===== src/ocs_pkg.sv =====
// constants, mode codes and carrier types of the oscillator mode clock select
// What this block does
// - resistor-cap mode drives quarter-rate clock out
// - resistor-cap io mode frees pin as port bit
// - external clock modes switch feedback amplifier off
// - external clock modes skip oscillator start-up wait
// - external clock mode drives quarter-rate clock out
// - external clock io mode frees pin as port
// - multiplied mode makes four ticks per input cycle
// - multiplier enabled only in high-speed multiplied mode
// - mode field is three bits, fixed at programming
// - lock timer holds execution until time-out expires
// - three bits decode to exactly one mode
// - lock time-out sized at about two milliseconds
package ocs_pkg;

   // ****************************************************************
   // mode codes
   // ****************************************************************
   localparam int MODE_W = 3;

   typedef enum logic [MODE_W-1:0] {
      low_power_crystal_mode     = 3'h0,
      standard_crystal_mode      = 3'h1,
      high_speed_crystal_mode    = 3'h2,
      high_speed_multiplied_mode = 3'h3,
      resistor_cap_mode          = 3'h4,
      resistor_cap_io_mode       = 3'h5,
      ext_clock_mode             = 3'h6,
      ext_clock_io_mode          = 3'h7
   } ocs_mode_e;

   // mode latched before reset release settles on the slowest crystal
   localparam logic [MODE_W-1:0] MODE_RESET = 3'h0;

   // ****************************************************************
   // timing
   // ****************************************************************
   localparam int CLK_SYS_MHZ = 200;
   localparam int PLL_LOCK_TIME_US = 2000;
   localparam int PLL_LOCK_CYCLES = PLL_LOCK_TIME_US * CLK_SYS_MHZ;
   localparam int LOCK_CNT_W = 20;
   // start-up wait in rising edges of the oscillator input
   localparam int OST_EDGES = 1024;
   localparam int OST_CNT_W = 11;
   // input period measurement of the multiplier, saturating
   localparam int PERIOD_W = 16;
   localparam int MULT_FACTOR = 4;
   localparam int QUARTER_DIV = 4;
   localparam int QUARTER_CNT_W = 2;

   // ****************************************************************
   // carriers
   // ****************************************************************
   typedef struct packed {
      logic out;
      logic oe;
   } ocs_pin_s;

   typedef struct packed {
      logic exec_hold;
      logic pll_en;
      logic pll_locked;
      logic feedback_amp_en;
      logic startup_wait;
      logic sleeping;
      logic [MODE_W-1:0] mode;
   } ocs_status_s;

   localparam ocs_pin_s PIN_RESET = '{out: 1'b0, oe: 1'b0};

endpackage : ocs_pkg


===== src/ocs_quarter_div.sv =====
// modulo-four divider stepped by rising edges of the oscillator input
`timescale 1ns/1ps
`default_nettype none
module ocs_quarter_div (
   input wire logic i_clk_sys,
   input wire logic i_resetn,
   input wire logic i_osc_rise,
   output logic o_quarter_clk
);
   import ocs_pkg::*;

   logic [QUARTER_CNT_W-1:0] phase;

   // free-running modulo four
   // wraps on its own so the output never carries a short pulse
   always_ff @(posedge i_clk_sys or negedge i_resetn) begin
      if (!i_resetn) begin
         phase <= '0;
      end else if (i_osc_rise) begin
         phase <= phase + 2'h1;
      end
   end

   // msb of the phase is high for two input cycles of four
   always_ff @(posedge i_clk_sys or negedge i_resetn) begin
      if (!i_resetn) begin
         o_quarter_clk <= 1'b0;
      end else begin
         o_quarter_clk <= phase[QUARTER_CNT_W-1];
      end
   end

endmodule : ocs_quarter_div
`default_nettype wire


===== src/ocs_pll_mult.sv =====
// times-four tick generator locked to the oscillator input period
`timescale 1ns/1ps
`default_nettype none
module ocs_pll_mult (
   input wire logic i_clk_sys,
   input wire logic i_resetn,
   input wire logic i_enable,
   input wire logic i_osc_rise,
   output logic o_tick
);
   import ocs_pkg::*;

   logic [PERIOD_W-1:0] period_cnt;
   logic [PERIOD_W-1:0] quarter;
   logic [PERIOD_W-1:0] phase_cnt;
   logic [1:0] extra_left;

   // measure system cycles between input edges, saturating
   always_ff @(posedge i_clk_sys or negedge i_resetn) begin
      if (!i_resetn) begin
         period_cnt <= '0;
         quarter <= '0;
      end else if (!i_enable) begin
         period_cnt <= '0;
         quarter <= '0;
      end else if (i_osc_rise) begin
         period_cnt <= 16'h0001;
         quarter <= period_cnt >> 2;
      end else if (period_cnt != 16'hffff) begin
         period_cnt <= period_cnt + 16'h0001;
      end
   end

   // one tick on the edge, three more spaced a quarter apart
   // limitation: the spacing follows the previous period, one behind
   always_ff @(posedge i_clk_sys or negedge i_resetn) begin
      if (!i_resetn) begin
         phase_cnt <= '0;
         extra_left <= 2'h0;
         o_tick <= 1'b0;
      end else if (!i_enable) begin
         phase_cnt <= '0;
         extra_left <= 2'h0;
         o_tick <= 1'b0;
      end else if (i_osc_rise) begin
         phase_cnt <= 16'h0001;
         extra_left <= 2'(MULT_FACTOR - 1);
         o_tick <= 1'b1;
      end else if (extra_left != 2'h0 && quarter != '0 &&
                   phase_cnt >= quarter) begin
         phase_cnt <= 16'h0001;
         extra_left <= extra_left - 2'h1;
         o_tick <= 1'b1;
      end else begin
         phase_cnt <= phase_cnt + 16'h0001;
         o_tick <= 1'b0;
      end
   end

endmodule : ocs_pll_mult
`default_nettype wire


===== src/ocs_clock_select.sv =====
// top of the oscillator mode clock select: decode, start-up, pin mux
`timescale 1ns/1ps
`default_nettype none
module ocs_clock_select #(
   parameter int unsigned PLL_LOCK_CYC = ocs_pkg::PLL_LOCK_CYCLES
) (
   input wire logic i_clk_sys,
   input wire logic i_resetn,
   input wire logic [ocs_pkg::MODE_W-1:0] i_osc_mode_select_field,
   input wire logic i_osc_input_pin,
   input wire logic i_osc_output_pin_in,
   input wire logic i_port_bit_six_out,
   input wire logic i_port_bit_six_oe,
   input wire logic i_sleep_req,
   input wire logic i_wake_req,
   output ocs_pkg::ocs_pin_s o_osc_output_pin,
   output logic o_first_port_bit_six_in,
   output logic o_sys_tick,
   output ocs_pkg::ocs_status_s o_status
);
   import ocs_pkg::*;

   // ****************************************************************
   // declarations
   // ****************************************************************
   typedef enum logic [4:0] {
      ST_CAPTURE  = 5'h01,
      ST_OST      = 5'h02,
      ST_PLL_LOCK = 5'h04,
      ST_RUN      = 5'h08,
      ST_SLEEP    = 5'h10
   } ocs_state_e;

   ocs_state_e state;
   ocs_state_e next_state;
   ocs_mode_e mode;
   logic captured;
   logic osc_meta;
   logic osc_sync;
   logic osc_prev;
   logic osc_rise;
   logic pin2_meta;
   logic pin2_sync;
   logic is_crystal;
   logic is_pll;
   logic is_rc;
   logic is_ext;
   logic is_io;
   logic drives_quarter;
   logic [OST_CNT_W-1:0] ost_cnt;
   logic ost_done;
   logic [LOCK_CNT_W-1:0] lock_cnt;
   logic lock_done;
   logic quarter_clk;
   logic pll_tick;
   logic pll_active;
   logic wake_seen;

   localparam logic [OST_CNT_W-1:0] OST_LAST = OST_CNT_W'(OST_EDGES - 1);
   localparam logic [LOCK_CNT_W-1:0] LOCK_ONE = 20'h00001;

   // ****************************************************************
   // input synchronisers
   // ****************************************************************

   // oscillator input is asynchronous to the system clock
   // reset to the stopped pin's high rest level, so no false rise follows
   always_ff @(posedge i_clk_sys or negedge i_resetn) begin
      if (!i_resetn) begin
         osc_meta <= 1'b1;
         osc_sync <= 1'b1;
         osc_prev <= 1'b1;
      end else begin
         osc_meta <= i_osc_input_pin;
         osc_sync <= osc_meta;
         osc_prev <= osc_sync;
      end
   end

   // every oscillator edge comes from the pin in the external modes
   // crystal modes take a driven clock on the same path
   assign osc_rise = osc_sync & ~osc_prev;

   // port bit six read back through its own synchroniser
   always_ff @(posedge i_clk_sys or negedge i_resetn) begin
      if (!i_resetn) begin
         pin2_meta <= 1'b0;
         pin2_sync <= 1'b0;
      end else begin
         pin2_meta <= i_osc_output_pin_in;
         pin2_sync <= pin2_meta;
      end
   end

   // ****************************************************************
   // mode capture and decode
   // ****************************************************************

   // field taken once after reset release, never again
   // the field is a programmed setting, so run-time changes are ignored
   always_ff @(posedge i_clk_sys or negedge i_resetn) begin
      if (!i_resetn) begin
         mode <= ocs_mode_e'(MODE_RESET);
         captured <= 1'b0;
      end else if (!captured) begin
         mode <= ocs_mode_e'(i_osc_mode_select_field);
         captured <= 1'b1;
      end
   end

   // each code selects exactly one of eight modes
   always_comb begin
      is_crystal = 1'b0;
      is_pll = 1'b0;
      is_rc = 1'b0;
      is_ext = 1'b0;
      is_io = 1'b0;
      unique case (mode)
         low_power_crystal_mode: begin
            is_crystal = 1'b1;
         end
         standard_crystal_mode: begin
            is_crystal = 1'b1;
         end
         high_speed_crystal_mode: begin
            is_crystal = 1'b1;
         end
         high_speed_multiplied_mode: begin
            is_crystal = 1'b1;
            is_pll = 1'b1;
         end
         resistor_cap_mode: begin
            is_rc = 1'b1;
         end
         resistor_cap_io_mode: begin
            is_rc = 1'b1;
            is_io = 1'b1;
         end
         ext_clock_mode: begin
            is_ext = 1'b1;
         end
         ext_clock_io_mode: begin
            is_ext = 1'b1;
            is_io = 1'b1;
         end
      endcase
   end

   // resistor-cap mode drives the quarter clock
   // external clock mode drives the quarter clock
   assign drives_quarter = (is_rc | is_ext) & ~is_io;

   // ****************************************************************
   // start-up sequencing
   // ****************************************************************

   // wake request acts as a level; a pulse must meet a sleeping edge
   assign wake_seen = i_wake_req;

   assign ost_done = (ost_cnt == OST_LAST) && osc_rise;
   assign lock_done = (lock_cnt == LOCK_CNT_W'(PLL_LOCK_CYC - 1));

   always_comb begin
      next_state = state;
      unique case (state)
         ST_CAPTURE: begin
            // no start-up wait outside the crystal modes
            if (captured) begin
               next_state = is_crystal ? ST_OST : ST_RUN;
            end
         end
         ST_OST: begin
            if (ost_done) begin
               next_state = is_pll ? ST_PLL_LOCK : ST_RUN;
            end
         end
         ST_PLL_LOCK: begin
            // execution stays held until the lock time-out
            if (lock_done) begin
               next_state = ST_RUN;
            end
         end
         ST_RUN: begin
            if (i_sleep_req) begin
               next_state = ST_SLEEP;
            end
         end
         ST_SLEEP: begin
            // recovery in the external modes resumes at once
            if (wake_seen) begin
               next_state = is_crystal ? ST_OST : ST_RUN;
            end
         end
      endcase
   end

   always_ff @(posedge i_clk_sys or negedge i_resetn) begin
      if (!i_resetn) begin
         state <= ST_CAPTURE;
      end else begin
         state <= next_state;
      end
   end

   // start-up wait counts oscillator edges, not system cycles
   always_ff @(posedge i_clk_sys or negedge i_resetn) begin
      if (!i_resetn) begin
         ost_cnt <= '0;
      end else if (state != ST_OST) begin
         ost_cnt <= '0;
      end else if (osc_rise && ost_cnt != OST_LAST) begin
         ost_cnt <= ost_cnt + 11'h001;
      end
   end

   // lock timer counts the two millisecond time-out
   always_ff @(posedge i_clk_sys or negedge i_resetn) begin
      if (!i_resetn) begin
         lock_cnt <= '0;
      end else if (state != ST_PLL_LOCK) begin
         lock_cnt <= '0;
      end else if (!lock_done) begin
         lock_cnt <= lock_cnt + LOCK_ONE;
      end
   end

   // ****************************************************************
   // quarter clock and multiplier
   // ****************************************************************

   // divider keeps running in every mode; only the pin mux uses it
   ocs_quarter_div u_quarter_div (
      .i_clk_sys(i_clk_sys),
      .i_resetn(i_resetn),
      .i_osc_rise(osc_rise),
      .o_quarter_clk(quarter_clk)
   );

   // multiplier runs only in high-speed multiplied mode
   assign pll_active = is_pll && captured && (state != ST_SLEEP);

   ocs_pll_mult u_pll_mult (
      .i_clk_sys(i_clk_sys),
      .i_resetn(i_resetn),
      .i_enable(pll_active),
      .i_osc_rise(osc_rise),
      .o_tick(pll_tick)
   );

   // system tick is four per input cycle with the multiplier
   // otherwise the tick is the oscillator input edge itself
   always_ff @(posedge i_clk_sys or negedge i_resetn) begin
      if (!i_resetn) begin
         o_sys_tick <= 1'b0;
      end else if (state != ST_RUN) begin
         o_sys_tick <= 1'b0;
      end else if (is_pll) begin
         o_sys_tick <= pll_tick;
      end else begin
         o_sys_tick <= osc_rise;
      end
   end

   // ****************************************************************
   // output pin mux
   // ****************************************************************

   // crystal modes leave the pin to the analog amplifier, so oe stays low
   always_ff @(posedge i_clk_sys or negedge i_resetn) begin
      if (!i_resetn) begin
         o_osc_output_pin <= PIN_RESET;
      end else if (!captured || is_crystal) begin
         o_osc_output_pin <= PIN_RESET;
      end else if (is_io) begin
         // resistor-cap io mode hands the pin to the port
         // external clock io mode hands the pin to the port
         o_osc_output_pin.out <= i_port_bit_six_out;
         o_osc_output_pin.oe <= i_port_bit_six_oe;
      end else if (state == ST_SLEEP) begin
         // stopped oscillator: the pin is held low
         o_osc_output_pin.out <= 1'b0;
         o_osc_output_pin.oe <= 1'b1;
      end else if (drives_quarter) begin
         // quarter clock in resistor-cap and external clock modes
         o_osc_output_pin.out <= quarter_clk;
         o_osc_output_pin.oe <= 1'b1;
      end else begin
         o_osc_output_pin <= PIN_RESET;
      end
   end

   // port read value only meaningful in the io modes
   always_ff @(posedge i_clk_sys or negedge i_resetn) begin
      if (!i_resetn) begin
         o_first_port_bit_six_in <= 1'b0;
      end else if (captured && is_io) begin
         o_first_port_bit_six_in <= pin2_sync;
      end else begin
         o_first_port_bit_six_in <= 1'b0;
      end
   end

   // ****************************************************************
   // status
   // ****************************************************************

   // amplifier off in the external clock modes to save current
   // resistor-cap modes use no amplifier either; sleep turns it off
   always_ff @(posedge i_clk_sys or negedge i_resetn) begin
      if (!i_resetn) begin
         o_status <= '0;
         o_status.exec_hold <= 1'b1;
      end else begin
         // hold until the run state is reached
         o_status.exec_hold <= (next_state != ST_RUN);
         o_status.pll_en <= pll_active;
         o_status.pll_locked <= is_pll && (next_state == ST_RUN);
         o_status.feedback_amp_en <= captured && is_crystal &&
                                     (next_state != ST_SLEEP);
         // lock wait shows as pll_en without pll_locked, not here
         o_status.startup_wait <= (next_state == ST_OST);
         o_status.sleeping <= (next_state == ST_SLEEP);
         o_status.mode <= mode;
      end
   end

endmodule : ocs_clock_select
`default_nettype wire


===== config.mk =====
export PLATFORM = sky130hd
export DESIGN_NAME = ocs_clock_select
export DESIGN_NICKNAME = d
export VERILOG_FILES = /design/src/ocs_pkg.sv /design/src/ocs_quarter_div.sv /design/src/ocs_pll_mult.sv /design/src/ocs_clock_select.sv
export SDC_FILE = /design/constraint.sdc
export NUM_CORES = 1
export LEC_CHECK = 0
export ABC_AREA = 1
export BUFFER_PORTS_ARGS = -buffer_cell sky130_fd_sc_hd__buf_4
export CAP_MARGIN = 5
export CORE_MARGIN = 1
export CORE_UTILIZATION = 60
export CTS_CLUSTER_SIZE = 30
export DETAILED_ROUTE_END_ITERATION = 7
export HOLD_SLACK_MARGIN = 0.06
export PLACE_DENSITY = 0.78
export SYNTH_ARGS = -nofsm -noshare
export SYNTH_HDL_FRONTEND = slang
export SYNTH_SLANG_ARGS = --single-unit

===== constraint.sdc =====
create_clock -name i_clk_sys -period 1.8 [get_ports i_clk_sys]
set_input_delay 0 -clock i_clk_sys [delete_from_list [all_inputs] [get_ports i_clk_sys]]
set_output_delay 0 -clock i_clk_sys [all_outputs]
set_load 0.02 [all_outputs]

==> results of run 1 <==
worst reg2reg max path: cells and delay by family, from the launching register on:
family	cells	cell delay, ps
and+or+nand+nor	5	530
AOI/OAI and AO/OA	3	430
DFF	1	410
adders and majority gates	1	320
power breakdown:
| group | total (mW) | switching, mW | internal, mW |
|---|---|---|---|
| Clock | 1.54 | 0.826 | 0.719 |
| Sequential | 2.72 | 0.104 | 2.62 |
| Combinational | 1.14 | 0.736 | 0.401 |
per-layer routing:
| metal | global-route usage (%) | wire length, µm | share of wire, % |
|---|---|---|---|
| met3 | 5.64 | 520 | 4.0 |
| met5 | 0 | 0 | 0 |
| met1 | 32.9 | 5750 | 44 |
| met4 | 9.25 | 308 | 2.4 |
| met2 | 47.1 | 6520 | 50 |
cell usage after synthesis (all sizes together):
library cell and count:
nand2 134, dfrtp 105, inv 94, nor2 86, nand3 65, o21ai 44
a21oi 30, nor3 29, nand4 24, ha 19, xor2 14, buf 8
a31oi 7, dfstp 5, nor4 5, xnor2 5, a211oi 4, clkbuf 2
nand3b 2, o211ai 2, o21a 2, a221oi 1, a31o 1, conb 1
o211a 1, o22a 1, o31ai 1, or2 1
timing repair:
action | 4_1_cts | 5_1_grt
pin swaps | 0 | 12
buffers inserted | 0 | 7
setup endpoints to repair | 16 | 34
endpoints found under the hold margin | 117 | 0
gates resized for setup | 2 | 30
hold buffers | 11 | 0
cell families (layout without fill, tap and decap cells):
| group | count (synthesis) | count (layout) | synth area share, % |
|---|---|---|---|
| AO/OA/AOI/OAI | 94 | 94 | 9.12 |
| XOR/XNOR | 19 | 19 | 2.89 |
| adder cells (fa/ha/maj) | 19 | 19 | 4.13 |
| buffers and inverters | 104 | 176 | 7.19 |
| flip-flops | 110 | 110 | 47.9 |
| other | 1 | 1 | 0.0651 |
| AND/OR/NAND/NOR | 346 | 346 | 28.7 |
area by class of cell:
class                      count  area (µm²)
sequential                   110        2760
clock buffer                  11         151
clock inverter                 5        57.6
tap                          129         161
fill                         691        2510
timing repair buffer          66         536
multi-input combinational    479        2750
inverter                      94         355
worst paths after layout:
| path | start | endpoint | slack, ps | depth (start not counted) |
|---|---|---|---|---|
| min in group i_clk_sys | i_osc_input_pin | osc_meta | 260 | 2 |
| min | i_resetn | lock_cnt[12] | 210 | 3 |
| max in group asynchronous | i_resetn | ost_cnt[6] | 1140 | 3 |
| max reg2reg | u_pll_mult.phase_cnt[9] | u_pll_mult.extra_left[0] | 30 | 9 |
| min reg2reg | osc_meta | osc_sync | 360 | 0 |
| max | u_pll_mult.phase_cnt[9] | u_pll_mult.extra_left[0] | 30 | 9 |
state kept, by name, indices dropped and copies added (netlist names), 3 cells and up:
register and flops:
lock_cnt 20, u_pll_mult.period_cnt 16, u_pll_mult.phase_cnt 16, u_pll_mult.quarter 14, ost_cnt 11, o_status 9, state 5, mode 3
placed cells by master (no fill, tap or decap), types with 2 or more instances in the layout:
cell type / count
nand2_1: 122
dfrtp_1: 105
inv_1: 83
nor2_1: 73
buf_4: 54
nand3_1: 53
o21ai_0: 31
a21oi_1: 27
nand4_1: 24
nor3_1: 24
xor2_1: 14
ha_1: 14
o21ai_1: 12
clkbuf_8: 11
dlygate4sd3_1: 11
inv_2: 10
nand2_2: 10
nand3_2: 10
nor2_4: 7
a31oi_1: 7
nor2_2: 5
nor4_1: 5
xnor2_1: 5
ha_4: 5
dfstp_2: 5
a211oi_1: 4
a21oi_2: 3
nor3_2: 3
o211ai_1: 2
nor3_4: 2
o21a_1: 2
nand3_4: 2
clkinv_2: 2
clkinv_4: 2
==> results.txt, run 1 <==
largest net degree at the start of global routing: 111
fin area: 6770 µm²
CTS tree: yes
maximum vdd ir drop: 0.635 mV
# setup viols final: 0
post-synth cell types: 42
drt pass-1 iters: 5
clock root buffer: clkbuf_8
Post-Route WL: 13100 µm
Clk pin slew, worst setup/hold paths: 100 ps
first-pass GRT wire length: 21200 µm
Die X: 100 µm
pre-CTS setup slack: -99.8 ps
Row Count: 35
drt initial violations: 275
clock sink count: 110
top post-synthesis cells by area: dfrtp_1 46%, nand2_1 8.1%, inv_1 5.6%
antenna diode count: 0
Worst Path Max Fanout: 16
top-area cell type share of the netlist area: 45.6%
Worst-Skew Late Latency: 400 ps
Synth-to-Final Area Change: 17.5%
HPWL Detailed: 9030 µm
antenna violations before repair: 0
cell count after placement: 860
Synth area leader: dfrtp_1
Ports: 24
Die ar.: 10000 µm²
DRC: 0
Final Util: 72.9%
max incr delay on CP: 410 ps
Final Instance Count excl. Fillers: 894
die height: 100 µm
Min-Delay Path Class: input port to asynchronous set/reset pin
Ys Warns: 0
Worst Tran Pin Value: 587 ps
Critical Path RT: 2100 ps
Tot Pwr: 5.40 mW
Final Critical Period: 1770 ps
post-route worst setup slack: 28.1 ps
WS Path Type: register to register
Max Freq: 564 MHz
CTS buffer count: 9
final hold vios: 0
RSZ-0062 raised after global routing: yes
Net Count, Synth: 723
routed via count: 5052
Max-cap violations: 0
CP max-delay cell: dfrtp_1
Final Hold Slack: 206 ps
Layout Nets: 790
wire per inst: 14.7 µm
core area: 9280 µm²
clk buf depth: 2
CP dominant cell by count: nand2_1
Placed Area: 6240 µm²
Mapped Area: 5760 µm²
Worst path top cell family by delay: simple AND/OR/NAND/NOR gates
gr ovfl total: 0
H-tree levels: 3
layout cells sized above 1: 18.3%
clk_skew: 10.3 ps
fin. max-slew vios: 0
Synth Instances: 693
Pleak: 3.12 nW
Worst Path Buf+Inv: 0
Initial Util: 62.0%
Worst setup EP type: register
P per Cell Area: 798 nW/µm²
critical-path cell list: ha_1, a21oi_2, o21ai_0, a21oi_1, nand3_2, nand2_4, nand2_8, nand2_1, nand2_1
Period Utilization, post-route: 98.4%
vias per inst: 5.65
GRT Overall Usage: 26.8%
Slew HR: 60.9%
Port Buf Inserts: 23
Mean Syn Cell Area: 8.31 µm²
status: completed
Synth Register Bits: 110
setup_tns: 0 ps
crit path DAT: 2070 ps
number of global-route vias before repair: 4827
post-route ant nets: 0
kind of start point of the critical path: register
RePlAce Congestion: 0.897
sequential area share after synthesis: 47.9%
Power figures use the tool's default switching activity.
==> inputs of run 2 (changes only) <==
--- a/config.mk
+++ b/config.mk
@@ -9,11 +9,10 @@
 export BUFFER_PORTS_ARGS = -buffer_cell sky130_fd_sc_hd__buf_4
 export CAP_MARGIN = 5
 export CORE_MARGIN = 1
-export CORE_UTILIZATION = 60
+export CORE_UTILIZATION = 35
 export CTS_CLUSTER_SIZE = 30
 export DETAILED_ROUTE_END_ITERATION = 7
 export HOLD_SLACK_MARGIN = 0.06
-export PLACE_DENSITY = 0.78
 export SYNTH_ARGS = -nofsm -noshare
 export SYNTH_HDL_FRONTEND = slang
 export SYNTH_SLANG_ARGS = --single-unit
==> run 2 against run 1 <==
Against the previous run:
- sequential share of layout area fell by 1.1 points
- sequential cell count did not move
- wire length fell by 1.4%
- worst setup slack improved by 78 ps
- critical path type unchanged
==> results.txt, run 2 (same netlist as run 1, synthesis figures left out) <==
P per Cell Area: 833 nW/µm² (+4.4%)
post-route worst setup slack: 106 ps (+78.3 ps)
setup_tns: 0 ps (unchanged)
met2 usage: 26.1% (-21 points)
busiest layer in global routing: met2
DRC: 0 (unchanged)
kind of start point of the critical path: register
clock sink count: 110 (unchanged)
drt pass-1 iters: 5 (unchanged)
# setup viols final: 0 (unchanged)
cell count after placement: 949 (+10%)
Final Critical Period: 1690 ps (-78.3 ps)
antenna violations before repair: 0 (unchanged)
Initial Util: 36.0% (-26 points)
Worst Path Max Fanout: 8 (-8)
first-pass GRT wire length: 21900 µm (+3.6%)
top flop regs: lock_cnt (20), u_pll_mult.period_cnt (16), u_pll_mult.phase_cnt (16)
max reg flops: 20 (unchanged)
fin area: 6960 µm² (+2.9%)
vias per inst: 4.85 (-14%)
Clk pwr share: 34.0% (+5.4 points)
Die X: 130 µm (+30%)
Max Freq: 590 MHz (+4.6%)
core area: 16000 µm² (+72%)
clk_skew: 6.00 ps (-4.34 ps)
final hold vios: 0 (unchanged)
FF-to-FF path depth: 9 (unchanged)
most frequent cells in the layout: 121 x nand2_1, 104 x dfrtp_1, 81 x inv_1
Int Power: 4.01 mW (+7.3%)
Worst setup EP type: register
fin. max-slew vios: 0 (unchanged)
Final Instance Count excl. Fillers: 984 (+10%)
Min-Delay Path Class: input port to register
Min-Delay Path Depth: 4
HPWL Detailed: 9430 µm (+4.4%)
maximum vdd ir drop: 0.501 mV (-21%)
post-route ant nets: 0 (unchanged)
Post-Route WL: 12900 µm (-1.4%)
Die ar.: 17000 µm² (+70%)
WS Path Type: register to register
Port Buf Inserts: 23 (unchanged)
Slew HR: 58.9% (-1.9 points)
CTS tree: yes
commonest non-fill, non-tap cell in the layout: nand2_1
Psw: 1.80 mW (+7.8%)
number of global-route vias before repair: 4549 (-5.8%)
Row Count: 46 (+31%)
RePlAce Congestion: 0.868 (-3.2%)
drt initial violations: 421 (+53%)
Sw Ratio: 30.9% (+0.098 points)
CTS buffer count: 9 (unchanged)
Flop pwr share: 46.8% (-3.6 points)
Clk pin slew, worst setup/hold paths: 70 ps (-30 ps)
Layout Nets: 793 (+0.38%)
Max-cap violations: 0 (unchanged)
Worst-Skew Late Latency: 360 ps (-40 ps)
Ports: 24 (unchanged)
Biggest register: lock_cnt
die height: 130 µm (+30%)
Period Utilization, post-route: 94.1% (-4.3 points)
GRT Overall Usage: 16.7% (-10 points)
pre-CTS setup slack: -59.3 ps (+40.6 ps)
M3 GR Usage: 4.43% (-1.2 points)
Critical Path RT: 2050 ps (-50 ps)
Pleak: 3.20 nW (+2.4%)
H-tree levels: 3 (unchanged)
crit path DAT: 1950 ps (-120 ps)
Tot Pwr: 5.80 mW (+7.4%)
gr ovfl total: 0 (unchanged)
layout cells sized above 1: 19.0% (+0.71 points)
status: completed
grt met1 use: 22.9% (-10 points)
wire per inst: 13.1 µm (-10%)
Synth-to-Final Area Change: 20.9%
routed via count: 4769 (-5.6%)
Placed Area: 6370 µm² (+2.2%)
part of the power in combinational logic: 19.2% (-1.8 points)
clock root buffer: clkbuf_16
Worst Tran Pin Value: 610 ps (+23.4 ps)
clk buf depth: 2 (unchanged)
antenna diode count: 0 (unchanged)
largest net degree at the start of global routing: 47 (-58%)
[run 2: changes by cell type in the layout (fill, tap and decap cells not counted), moves of 3 or more]
cell	change
buf_4	+3
clkbuf_8	-11
ha_4	-4
nand2_4	+3
ha_1	+3
clkbuf_16	+9
[run 2: path summary, 6_finish.rpt]
check	from	to	slack [ps]
worst max-delay path	u_pll_mult.quarter[13]	u_pll_mult.phase_cnt[1]	110
worst min-delay path	i_sleep_req	o_status[3]	100
worst max register to register	u_pll_mult.quarter[13]	u_pll_mult.phase_cnt[1]	110
worst min register to register	pin2_meta	pin2_sync	360
max in group asynchronous	i_resetn	o_status[8]	980
min in group asynchronous	i_resetn	u_pll_mult.quarter[6]	150
[run 2: worst max-delay path: stages (launching register included)]
cell and delay [ps]:
dfrtp_1 350, inv_1 70, ha_1 300, nand3_1 130, nor3_2 200, nand3_1 120, nand3_2 110, nand2_4 100
nand2_4 150, nor2_1 60
[run 2: power groups by stage]
stage	Clock, mW	Sequential (mW)	Combinational (mW)
after floorplan	0	2.80	0.646
after global placement	0	2.76	1.06
after detailed placement	0	2.76	1.05
after CTS	2.05	2.71	1.08
after global routing	2.14	2.73	1.24
final	1.97	2.71	1.12
[run 2: cell type report]
type	instances	area [µm²]
clock buffer	9	225
clock inverter	7	65.1
fill	1606	9040
inverter	94	358
multi-input combinational	480	2730
sequential	110	2760
tap	216	270
timing repair buffer	68	558
[run 2: metal layers]
metal	up-vias	share of wire, %
met1	2243	49
met5	-	0
li1	2436	-
met2	78	46
met3	12	3.5
met4	0	1.1
[run 2: timing repair]
action | in CTS | in global routing
setup endpoints to repair | 17 | 38
endpoints found under the hold margin | 114 | 0
cloned | 0 | 1
resized for setup | 2 | 34
hold buffers | 9 | 0
buffers inserted | 0 | 9
pin swaps | 0 | 18
[run 2: per-stage QoR]
| stage | hold WS, ps | utilization (%) |
|---|---|---|
| 3_3_place_gp | 6.10 | 39.8 |
| 4_1_cts | 88.1 | 42.3 |
| 6_report | 101 | 43.5 |
| 3_5_place_dp | 8.72 | 39.8 |
| 2_1_floorplan | -296 | - |
| 5_1_grt | 115 | 43.5 |
